===== src/rtl/lfs_consts.svh =====
// Constants for the LED driver fault supervisor
`ifndef LFS_CONSTS_SVH
`define LFS_CONSTS_SVH
`define LFS_CLK_MHZ 125
`define LFS_OPEN_MON_US 20000
`define LFS_DIODE_DLY_US 400
`define LFS_OVP_TMO_US 500000
`define LFS_RECHECK_US 10
`define LFS_SHORT_CNT 4
`endif


===== src/rtl/lfs_pkg.sv =====
// Types for the LED driver fault supervisor
package lfs_pkg;
   typedef enum logic [2:0] {
      ST_OFF,
      ST_DIODE_WAIT,
      ST_START,
      ST_RUN,
      ST_LATCH
   } lfs_state_t;
   typedef struct packed {
      logic cur_trip;
      logic cur_trip2x;
      logic out_ov;
      logic out_low;
      logic set_overcur;
      logic over_temp;
      logic temp_release;
      logic input_undervoltage_lockout;
   } lfs_global_t;
endpackage : lfs_pkg


===== src/rtl/lfs_supervisor.sv =====
// Protection and fault supervisor for a six-string boost LED driver
// Overview of operation
// - Switch current trip ends on-time; switch stays off until next period.
// - Feedback low for monitor interval while dimming on: sink off, pull-up on.
// - Pull-up recheck high marks string open, removed from feedback selection.
// - Connected strings keep regulating while an open string is handled.
// - All strings open latches the device off.
// - Feedback above short threshold disables that string only.
// - After delay, low output sense at power-on locks device off.
// - Feedback overvoltage during startup stops switching and latches off.
// - Soft-start reference discharged whenever latched off.
// - Output overvoltage clamps; persisting past timeout latches off.
// - Double current limit every cycle disables boost until it clears.
// - Startup test current; feedback below short level halts startup, fault.
// - Run-time low feedback rechecked with test current; still low stops boost.
// - Set-current overload disables sinks; resumes automatically when normal.
// - Over-temperature shuts down; restarts only at lower release level.
// - Fault pin driven low when normal, released on any protection but the switch current trip.
// - Fault pin released during input undervoltage lockout.
`timescale 1ns/10ps
`include "lfs_consts.svh"
module lfs_supervisor #(
   parameter int NSTR = 6,
   parameter int OPEN_MON_CYC = `LFS_OPEN_MON_US * `LFS_CLK_MHZ,
   parameter int DIODE_DLY_CYC = `LFS_DIODE_DLY_US * `LFS_CLK_MHZ,
   parameter int OVP_TMO_CYC = `LFS_OVP_TMO_US * `LFS_CLK_MHZ,
   parameter int RECHECK_CYC = `LFS_RECHECK_US * `LFS_CLK_MHZ
) (
   input wire logic core_clk,
   input wire logic rst,
   input wire logic enable,
   input wire logic switch_period_start,
   input wire logic switch_on,
   input wire lfs_pkg::lfs_global_t glob_in,
   input wire logic [NSTR-1:0] dim_on,
   input wire logic [NSTR-1:0] fb_low,
   input wire logic [NSTR-1:0] fb_pulled_high,
   input wire logic [NSTR-1:0] fb_short_thr,
   input wire logic [NSTR-1:0] fb_ovp,
   input wire logic [NSTR-1:0] fb_test_low,
   input wire logic soft_start_done,
   output logic gate_allow,
   output logic boost_run,
   output logic out_clamp,
   output logic [NSTR-1:0] sink_en,
   output logic [NSTR-1:0] fb_select,
   output logic [NSTR-1:0] pullup_en,
   output logic [NSTR-1:0] test_src_en,
   output logic ref_discharge,
   output logic latched,
   output logic fault_o,
   output logic fault_oe
);
   initial begin
      if (NSTR < 1 || NSTR > 16) $error("NSTR out of range");
      if (OPEN_MON_CYC < 1 || DIODE_DLY_CYC < 1) $error("bad delay");
      if (OVP_TMO_CYC < 1 || RECHECK_CYC < 1) $error("bad delay");
   end

   ////////////////////////////////////////////////////////////////////////////
   // Input synchronisers
   logic [7:0] g_s1, g_s2;
   logic [NSTR-1:0] dim_s1, dim_s2, lo_s1, lo_s2, ph_s1, ph_s2;
   logic [NSTR-1:0] sh_s1, sh_s2, ov_s1, ov_s2, tl_s1, tl_s2;
   logic en_s1, en_s2;
   logic per_s1, per_s2;
   logic on_s1, on_s2;
   logic ss_s1, ss_s2;
   always_ff @(posedge core_clk or posedge rst) begin
      if (rst) begin
         g_s1 <= '0;
         g_s2 <= '0;
         dim_s1 <= '0;
         dim_s2 <= '0;
         lo_s1 <= '0;
         lo_s2 <= '0;
         ph_s1 <= '0;
         ph_s2 <= '0;
         sh_s1 <= '0;
         sh_s2 <= '0;
         ov_s1 <= '0;
         ov_s2 <= '0;
         tl_s1 <= '0;
         tl_s2 <= '0;
         en_s1 <= 1'b0;
         en_s2 <= 1'b0;
         per_s1 <= 1'b0;
         per_s2 <= 1'b0;
         on_s1 <= 1'b0;
         on_s2 <= 1'b0;
         ss_s1 <= 1'b0;
         ss_s2 <= 1'b0;
      end else begin
         g_s1 <= glob_in;
         g_s2 <= g_s1;
         dim_s1 <= dim_on;
         dim_s2 <= dim_s1;
         lo_s1 <= fb_low;
         lo_s2 <= lo_s1;
         ph_s1 <= fb_pulled_high;
         ph_s2 <= ph_s1;
         sh_s1 <= fb_short_thr;
         sh_s2 <= sh_s1;
         ov_s1 <= fb_ovp;
         ov_s2 <= ov_s1;
         tl_s1 <= fb_test_low;
         tl_s2 <= tl_s1;
         en_s1 <= enable;
         en_s2 <= en_s1;
         per_s1 <= switch_period_start;
         per_s2 <= per_s1;
         on_s1 <= switch_on;
         on_s2 <= on_s1;
         ss_s1 <= soft_start_done;
         ss_s2 <= ss_s1;
      end
   end
   lfs_pkg::lfs_global_t g;
   assign g = lfs_pkg::lfs_global_t'(g_s2);
   wire en_s = en_s2;
   wire per_s = per_s2;
   wire on_s = on_s2;
   wire ss_done = ss_s2;

   ////////////////////////////////////////////////////////////////////////////
   // Count end helpers
   function automatic logic mon_end(input logic [31:0] c);
      return c == 32'(OPEN_MON_CYC - 1);
   endfunction : mon_end
   function automatic logic chk_end(input logic [31:0] c);
      return c == 32'(RECHECK_CYC - 1);
   endfunction : chk_end

   ////////////////////////////////////////////////////////////////////////////
   // Main sequence
   lfs_pkg::lfs_state_t state, next_state;
   logic en_d;
   logic [31:0] dcnt;
   logic [31:0] ovcnt;
   logic [NSTR-1:0] open_flag, short_flag;
   logic any_short_gnd;
   logic boost_ok;
   logic sinks_ok;
   logic active;
   logic run_state;
   wire en_rise = en_s & ~en_d;
   wire all_open = &open_flag;
   wire startup = (state == lfs_pkg::ST_START);
   wire diode_done = (state == lfs_pkg::ST_DIODE_WAIT) &&
      (dcnt == 32'(DIODE_DLY_CYC - 1));
   wire start_fail = startup && |(tl_s2 & ~open_flag);
   wire ovp_tmo = ovcnt == 32'(OVP_TMO_CYC - 1);
   wire latch_cause = all_open
      || (startup && |ov_s2)
      || ovp_tmo
      || any_short_gnd
      || start_fail;

   always_comb begin
      next_state = state;
      case (state)
         lfs_pkg::ST_OFF: begin
            if (en_s && !g.input_undervoltage_lockout) next_state = lfs_pkg::ST_DIODE_WAIT;
         end
         lfs_pkg::ST_DIODE_WAIT: begin
            if (diode_done) begin
               if (g.out_low) next_state = lfs_pkg::ST_LATCH;
               else next_state = lfs_pkg::ST_START;
            end
         end
         lfs_pkg::ST_START: begin
            if (latch_cause) next_state = lfs_pkg::ST_LATCH;
            else if (ss_done) next_state = lfs_pkg::ST_RUN;
         end
         lfs_pkg::ST_RUN: begin
            if (latch_cause) next_state = lfs_pkg::ST_LATCH;
         end
         default: begin
            next_state = lfs_pkg::ST_LATCH;
         end
      endcase
      if (!en_s) next_state = lfs_pkg::ST_OFF;
   end

   always_ff @(posedge core_clk or posedge rst) begin
      if (rst) begin
         state <= lfs_pkg::ST_OFF;
         en_d <= 1'b0;
      end else begin
         state <= next_state;
         en_d <= en_s;
      end
   end

   // Diode check delay counter
   always_ff @(posedge core_clk or posedge rst) begin
      if (rst) begin
         dcnt <= '0;
      end else begin
         if (state == lfs_pkg::ST_DIODE_WAIT) dcnt <= dcnt + 32'h1;
         else dcnt <= '0;
      end
   end

   // Output overvoltage timeout counter
   always_ff @(posedge core_clk or posedge rst) begin
      if (rst) begin
         ovcnt <= '0;
      end else begin
         if (!g.out_ov || !active) ovcnt <= '0;
         else if (boost_ok && !ovp_tmo) ovcnt <= ovcnt + 32'h1;
      end
   end

   ////////////////////////////////////////////////////////////////////////////
   // Per-string open, short and short-to-ground supervision
   logic [NSTR-1:0] sg_hit;
   assign run_state = (state == lfs_pkg::ST_RUN);
   assign active = startup || run_state;
   genvar i;
   generate
      for (i = 0; i < NSTR; i++) begin : g_str
         typedef enum logic [1:0] {S_MON, S_PULL, S_REOFF, S_RETEST} s_t;
         s_t ss;
         logic [31:0] cnt;
         always_ff @(posedge core_clk or posedge rst) begin
            if (rst) begin
               ss <= S_MON;
               cnt <= '0;
               open_flag[i] <= 1'b0;
               short_flag[i] <= 1'b0;
               sg_hit[i] <= 1'b0;
            end else if (en_rise || !active) begin
               ss <= S_MON;
               cnt <= '0;
               if (en_rise) begin
                  open_flag[i] <= 1'b0;
                  short_flag[i] <= 1'b0;
                  sg_hit[i] <= 1'b0;
               end
            end else if (!open_flag[i] && !short_flag[i]) begin
               if (sh_s2[i]) short_flag[i] <= 1'b1;
               case (ss)
                  S_MON: begin
                     if (dim_s2[i] && lo_s2[i]) begin
                        if (mon_end(cnt)) begin
                           ss <= S_PULL;
                           cnt <= '0;
                        end else cnt <= cnt + 32'h1;
                     end else if (dim_s2[i] && tl_s2[i] &&
                        state == lfs_pkg::ST_RUN) begin
                        ss <= S_REOFF;
                        cnt <= '0;
                     end else cnt <= '0;
                  end
                  S_PULL: begin
                     if (chk_end(cnt)) begin
                        if (ph_s2[i]) begin
                           open_flag[i] <= 1'b1;
                           ss <= S_MON;
                        end else if (tl_s2[i] && run_state) begin
                           ss <= S_RETEST;
                        end else begin
                           ss <= S_MON;
                        end
                        cnt <= '0;
                     end else cnt <= cnt + 32'h1;
                  end
                  S_REOFF: begin
                     if (chk_end(cnt)) begin
                        ss <= tl_s2[i] ? S_RETEST : S_MON;
                        cnt <= '0;
                     end else cnt <= cnt + 32'h1;
                  end
                  default: begin
                     if (chk_end(cnt)) begin
                        if (tl_s2[i]) sg_hit[i] <= 1'b1;
                        ss <= S_MON;
                        cnt <= '0;
                     end else cnt <= cnt + 32'h1;
                  end
               endcase
            end
         end
         wire checking = (ss != S_MON);
         // Other strings keep their sinks during another's check
         assign sink_en[i] = sinks_ok && dim_s2[i] && !checking &&
            !open_flag[i] && !short_flag[i];
         assign fb_select[i] = !open_flag[i] && !short_flag[i] &&
            !checking;
         assign pullup_en[i] = active && (ss == S_PULL);
         assign test_src_en[i] = startup || (active && ss == S_RETEST);
      end
   endgenerate
   assign any_short_gnd = |sg_hit;

   ////////////////////////////////////////////////////////////////////////////
   // Temperature hysteresis and switch control
   logic hot;
   logic cyc_trip, period_blk, trip2x_all;
   always_ff @(posedge core_clk or posedge rst) begin
      if (rst) begin
         hot <= 1'b0;
      end else begin
         if (g.over_temp) hot <= 1'b1;
         else if (g.temp_release) hot <= 1'b0;
      end
   end

   always_ff @(posedge core_clk or posedge rst) begin
      if (rst) begin
         period_blk <= 1'b0;
      end else begin
         if (per_s) period_blk <= 1'b0;
         else if (on_s && g.cur_trip) period_blk <= 1'b1;
      end
   end

   // 2x limit seen in every period holds boost off
   always_ff @(posedge core_clk or posedge rst) begin
      if (rst) begin
         cyc_trip <= 1'b0;
         trip2x_all <= 1'b0;
      end else begin
         if (per_s) begin
            trip2x_all <= cyc_trip;
            cyc_trip <= 1'b0;
         end else if (g.cur_trip2x) cyc_trip <= 1'b1;
      end
   end

   assign boost_ok = active && !hot && !g.input_undervoltage_lockout && !trip2x_all;
   assign sinks_ok = active && !hot && !g.input_undervoltage_lockout && !g.set_overcur;
   assign gate_allow = boost_ok && !period_blk && !g.cur_trip;
   assign boost_run = boost_ok && !start_fail;
   assign out_clamp = boost_ok && g.out_ov;
   assign latched = (state == lfs_pkg::ST_LATCH);
   assign ref_discharge = latched || !active;

   ////////////////////////////////////////////////////////////////////////////
   // Open-drain fault indicator
   // Latching, global and per-string causes
   wire latch_fault = latched || start_fail;
   wire global_fault = hot || g.set_overcur || g.out_ov || trip2x_all;
   wire string_fault = |open_flag || |short_flag;
   wire any_fault = latch_fault || global_fault || string_fault;
   assign fault_o = 1'b0;
   assign fault_oe = en_s && !any_fault && !g.input_undervoltage_lockout;
endmodule : lfs_supervisor


===== config.mk =====
export PLATFORM = sky130hd
export DESIGN_NAME = lfs_supervisor
export DESIGN_NICKNAME = d
export VERILOG_FILES = /design/src/rtl/lfs_pkg.sv /design/src/rtl/lfs_supervisor.sv
export VERILOG_INCLUDE_DIRS = /design/src /design/src/rtl
export SDC_FILE = /design/constraint.sdc
export NUM_CORES = 1
export LEC_CHECK = 0
export BUFFER_PORTS_ARGS = -buffer_cell sky130_fd_sc_hd__buf_2
export CORE_AREA = 2 2 216 165
export DETAILED_ROUTE_END_ITERATION = 12
export DIE_AREA = 0 0 218 167
export GPL_TIMING_DRIVEN = 0
export PLACE_DENSITY = 0.72
export SLEW_MARGIN = 30
export SYNTH_ARGS = -nofsm -noshare
export SYNTH_HDL_FRONTEND = slang
export SYNTH_SLANG_ARGS = --single-unit
export TNS_END_PERCENT = 5

===== constraint.sdc =====
create_clock -name core_clk -period 29.4 [get_ports core_clk]
set_input_delay 7.35 -clock core_clk [delete_from_list [all_inputs] [get_ports core_clk]]
set_output_delay 7.35 -clock core_clk [all_outputs]
set_load 0.05 [all_outputs]

### After elaboration in Yosys (flattened, before gate mapping)

Cells that the tools add are included.

* reduce and logical (&&, ||, !) cells: 234
* muxes and demuxes: 204
* add/subtract/negate cells: 8
* equality and inequality tests: 71
* bitwise gates (word level): 4

Operators with widths (count)
* $mux 32: 39
* $add 32x1->32 const B: 8
* $eq 32x11->1 const B: 6
* $eq 32x22->1 const B: 6
* $mux 2: 66
* $reduce_bool 2->1: 46
* $logic_and 1x1->1: 88
* $mux 1: 85
* $reduce_and 5->1: 12
* $ne 4x4->1 const B: 12
* $reduce_and 6->1: 7
* $ne 3x3->1 const B: 13
* $pmux 2 s3: 6
* $eq 32x16->1 const B: 1
* $eq 32x26->1 const B: 1
* $reduce_or 6->1: 5
* $logic_not 1->1: 29
* $eq 2x2->1 const B: 12
* $logic_or 1x1->1: 21
* $mux 3: 7
* $reduce_and 3->1: 6
* $reduce_bool 3->1: 6
* $reduce_or 3->1: 6
* $eq 2x1->1 const B: 6
* 15 further kinds: 27

* word-level logic and storage cells: 581
* bits of input ports: 50
* register bits after elaboration: 390
* output and inout bits: 31

### Longest topological paths before layout

* word-level depth: 10
* gate-level depth with buffers: 11
* gate-level depth less buffers: 8

### Least setup slack after synthesis

No wires, ideal clock.

* path kind: register to output
* start: register state[0]
* end: output fault_oe
* arrival time: 2.803 ns
* path slack: 19.247 ns
* stages on the path, launching flop included: 6
* data required time: 22.050 ns
* cells stage by stage: dfrtp_1 -> clkbuf_1 -> nor2_1 -> and2_1 -> or4_1 -> nor4_1

* elaborated cells between the ends (all ways): 9

RTL lines
* start: declaration: line lfs_supervisor.sv:136 `lfs_pkg::lfs_state_t state, next_state;`
* start signal: assignment: line lfs_supervisor.sv:187 `state <= lfs_pkg::ST_OFF;`
* start signal: assignment: line lfs_supervisor.sv:190 `state <= next_state;`
* $eq 3x3->1: line lfs_supervisor.sv:337 `assign latched = (state == lfs_pkg::ST_LATCH);`
* net latched: line lfs_supervisor.sv:50 `output logic latched,`
* $logic_or 1x1->1: line lfs_supervisor.sv:343 `wire latch_fault = latched || start_fail;`
* $logic_or 1x1->1 (2 in series): line lfs_supervisor.sv:346 `wire any_fault = latch_fault || global_fault || string_fault;`
* $logic_not 1->1: line lfs_supervisor.sv:348 `assign fault_oe = en_s && !any_fault && !g.input_undervoltage_lockout;`
* $logic_and 1x1->1 (2 in series): line lfs_supervisor.sv:348
* end: declaration: line lfs_supervisor.sv:52 `output logic fault_oe`

The timed path passes the listed nets, and every way through them passes these cells.

### Worst setup path in the final report

* start: register tl_s2[1]
* end: output fault_oe

* cells in the longest elaborated chain, start to end: 9

Ends and longest elaborated chain
* start: declaration: line lfs_supervisor.sv:64 `logic [NSTR-1:0] sh_s1, sh_s2, ov_s1, ov_s2, tl_s1, tl_s2;`
* start signal: assignment: line lfs_supervisor.sv:107 `tl_s2 <= tl_s1;`
* $and 6x6->6: line lfs_supervisor.sv:151 `wire start_fail = startup && |(tl_s2 & ~open_flag);`
* $reduce_or 6->1: line lfs_supervisor.sv:151
* $logic_and 1x1->1: line lfs_supervisor.sv:151
* $logic_or 1x1->1: line lfs_supervisor.sv:343
* $logic_or 1x1->1 (2 in series): line lfs_supervisor.sv:346
* $logic_not 1->1: line lfs_supervisor.sv:348
* $logic_and 1x1->1 (2 in series): line lfs_supervisor.sv:348

No other way between the ends.

==> flow_summary.toml <==
[run_status]
outcome = "finished, final reports clean"

[clock_network]
clockBufferDepth = 3
htree_num_levels = 2
numClockSinks = 390
numCtsBuffers = 39
cts_setup_buffers = 0
cts_tree = "built"
clockRootBuffer = "clkbuf_16"
cts_hold_buf = 0
cts_resized = 0
clk_latency_ns = 0.54
path_clk_slew_ns = 0.06

[global_routing]
grt_util_met2 = 0.375
overflow = 0
top_usage_layer = "met1"
grt_pass1_vias = 14273
grt_max_degree = 97
antenna_found_initial = 0
use_met1 = 0.383
grt_pass1_wl_um = 74600
grt_usage = 0.253
groute.layer.met3.usage = 0.0360

[die]
dieArea_um2 = 36400
io-pin-count = 81
start_util = 0.546
fp-row-count = 59
die_y_um = 167
core_um2 = 34300
die-width_um = 218

[final_layout]
area.growth.synth_to_final_pct = 14.0
drive_gt1_frac = 0.110
fin_nets = 2109
n_antenna_cell = 0
fin_area_um2 = 21300

[placement]
place_area_um2 = 19800
port_buffers = 79
dp.final_hpwl_um = 31600
globalplace.congestion = 0.921

[synthesis]
yosysUniqueCellTypes = 83
ys_top_cells_by_area = "dfrtp_1 (52%), nor2_1 (5.8%), xor2_1 (5.7%), xnor2_1 (3.1%), nand2_1 (3.0%)"
synth-simple-area-share = 0.275
yosysMostFrequentCell = "dfrtp_1"
synthTopCellsByCount = "dfrtp_1 (390), nor2_1 (289), nand2_1 (150), xor2_1 (122), nand3_1 (112)"
yosysTopAreaCell = "dfrtp_1"
synth-compound-area-share = 0.0719
synth.top_cell.area_share = 0.522
synth_adder_area_share = 0.00936
syn_area_per_cell_um2 = 9.76
yosysWarnings = 0
synth_fp_nets = 1982
syn-cell-area_um2 = 18700
synth_top_family_by_area = "simple AND/OR/NAND/NOR gates"
synthCells = 1918
synth_seq_cells = 390
synthFlopType = "dfrtp_1"
ys_seq_area_frac = 0.522
synth_mux_area_frac = 0.00548
async_flop_share = 1.00
synth-xor-area-share = 0.0880
synth-edff-count = 0

[routing]
vias_per_cell = 5.88
drtAntennaViolNets = 0
drc = 0
vias = 14892
post_drt_wl_per_cell_um = 17.8
wirelength_um = 45100
firstDrtPassIters = 7
drtIter0Drc = 1378

[setup_path]
crit_required_ns = 22.05
setup.worst_path.class = "reg -> out"
cp-end-kind = "output port"
cp_data_arrival_time_ns = 3.37
crit_fanout = 5
worst_setup_path_start_kind = "flip-flop"

[sta]
slew_violations = 0
setup_violations = 0
worst_clock_skew_ns = 0.0200
worst_pin_slew_ns = 1.00
final-hold-violation-count = 0
setup_tns_ns = 0
fin_crit_sh = 0.365
fmaxAchievable_mhz = 93.3
post-route-min-period_ns = 10.72
grt_setup_unrepaired = "false"
relSlewSlack = 0.325

[hold_path]
hp-class = "reg -> reg"

[pwr]
combPwrFrac = 0.069
sw_frac_of_total = 0.234
peakVddDrop_v = 0.0000522
switching_power_mw = 0.283
seqPwrFrac = 0.458
p_per_area_nw_per_um2 = 56.8
clkPwrFrac = 0.473
p_leak_nw = 8.66
intPower_mw = 0.929

[job]
drv_cap = 0
stage by stage:
| step | util | cells | setup slack, ns | total power [mW] | hold WS [ns] |
|---|---|---|---|---|---|
| 5_1_grt | 0.623 | 2531 | 18.70 | 1.25 | 0.350 |
| 2_1_floorplan | - | 1918 | 11.21 | 0.616 | 0.331 |
| 4_1_cts | 0.623 | 2531 | 18.76 | 1.22 | 0.347 |
| 3_5_place_dp | 0.579 | 2461 | 19.31 | 0.648 | 0.335 |
| 3_3_place_gp | 0.575 | 2454 | 7.22 | 0.645 | 0.333 |
| 6_report | 0.623 | 2531 | 18.68 | 1.21 | 0.345 |
routing by layer:
metal	share of wire	wire length, um	vias to the layer above
met5	0	0	-
met2	0.45	20100	470
met1	0.46	20900	7306
li1	-	-	7031
met4	0.029	1300	0
met3	0.063	2820	85
area by class of cell:
| class | instances | area (um^2) |
|---|---|---|
| fill | 2848 | 12900 |
| clock buffer | 51 | 1140 |
| timing repair buffer | 86 | 520 |
| tap | 457 | 572 |
| clock inverter | 19 | 348 |
| buffer | 69 | 367 |
| multi-input combinational | 1414 | 8440 |
| sequential | 390 | 9760 |
| inverter | 45 | 176 |
layout by cell type (no fill, tap or decap), types with 7 or more instances in the layout:
master / n
inv_1: 43
and2_1: 24
nor4b_1: 10
dfrtp_1: 390
nand4b_1: 7
a31oi_1: 18
xor2_1: 122
o21ai_0: 58
nor4_2: 7
nor4_1: 46
nor2_1: 289
mux2i_1: 8
and3_1: 49
and4_1: 25
ha_1: 14
a21oi_1: 69
nand2_1: 150
clkbuf_16: 41
o31ai_1: 15
nand2b_1: 12
clkbuf_1: 35
bufinv_16: 10
nor3_1: 46
or4_1: 21
nand3_1: 112
clkbuf_8: 8
buf_4: 8
a21o_1: 10
or2_2: 14
or3_1: 36
nor2b_1: 14
clkinv_2: 8
xnor2_1: 66
buf_2: 100
nand4_1: 83
flip-flops by register name, indices dropped and copies added, names as in the netlist, 8 cells and up:
name,cells
dcnt,32
ovcnt,32
g_s1,8
g,8
g_str.cnt,192
g_str.ss,12
critical path, stage by stage, from the launching register on:
cell and delay, ns:
dfrtp_1 0.47, nor2b_1 0.18, a2111oi_0 0.58, a21boi_0 0.47
nor4_1 0.75, buf_2 0.39
power groups by stage:
stage,registers [mW],clock network (mW),logic (mW)
finish,0.555,0.574,0.0833
global placement,0.565,0,0.0795
floorplan,0.562,0,0.0538
global route,0.556,0.608,0.0905
CTS,0.555,0.584,0.0834
detailed placement,0.565,0,0.0830
path summary, 6_finish.rpt:
check	from	to	slack [ns]	cells past startpoint
max in group asynchronous	rst	g_str[4].cnt[30]	21.42	4
min in group asynchronous	rst	dcnt[9]	6.86	2
hold reg to reg	g_s1[5]	g[5]	0.35	0
setup reg to reg	g_str[4].cnt[16]	g_str[4].cnt[8]	26.43	8
setup / recovery	tl_s2[1]	fault_oe	18.68	5
hold / removal	g_s1[5]	g[5]	0.35	0
kinds of logic after synthesis:
kind of cell,count (synthesis)
simple gates,985
flops,390
compound gates,216
xor+xnor,188
buf+inv,114
fa+ha+maj,14
mux,10
other cells,1
No activity file was read; power rests on OpenSTA's default activity.
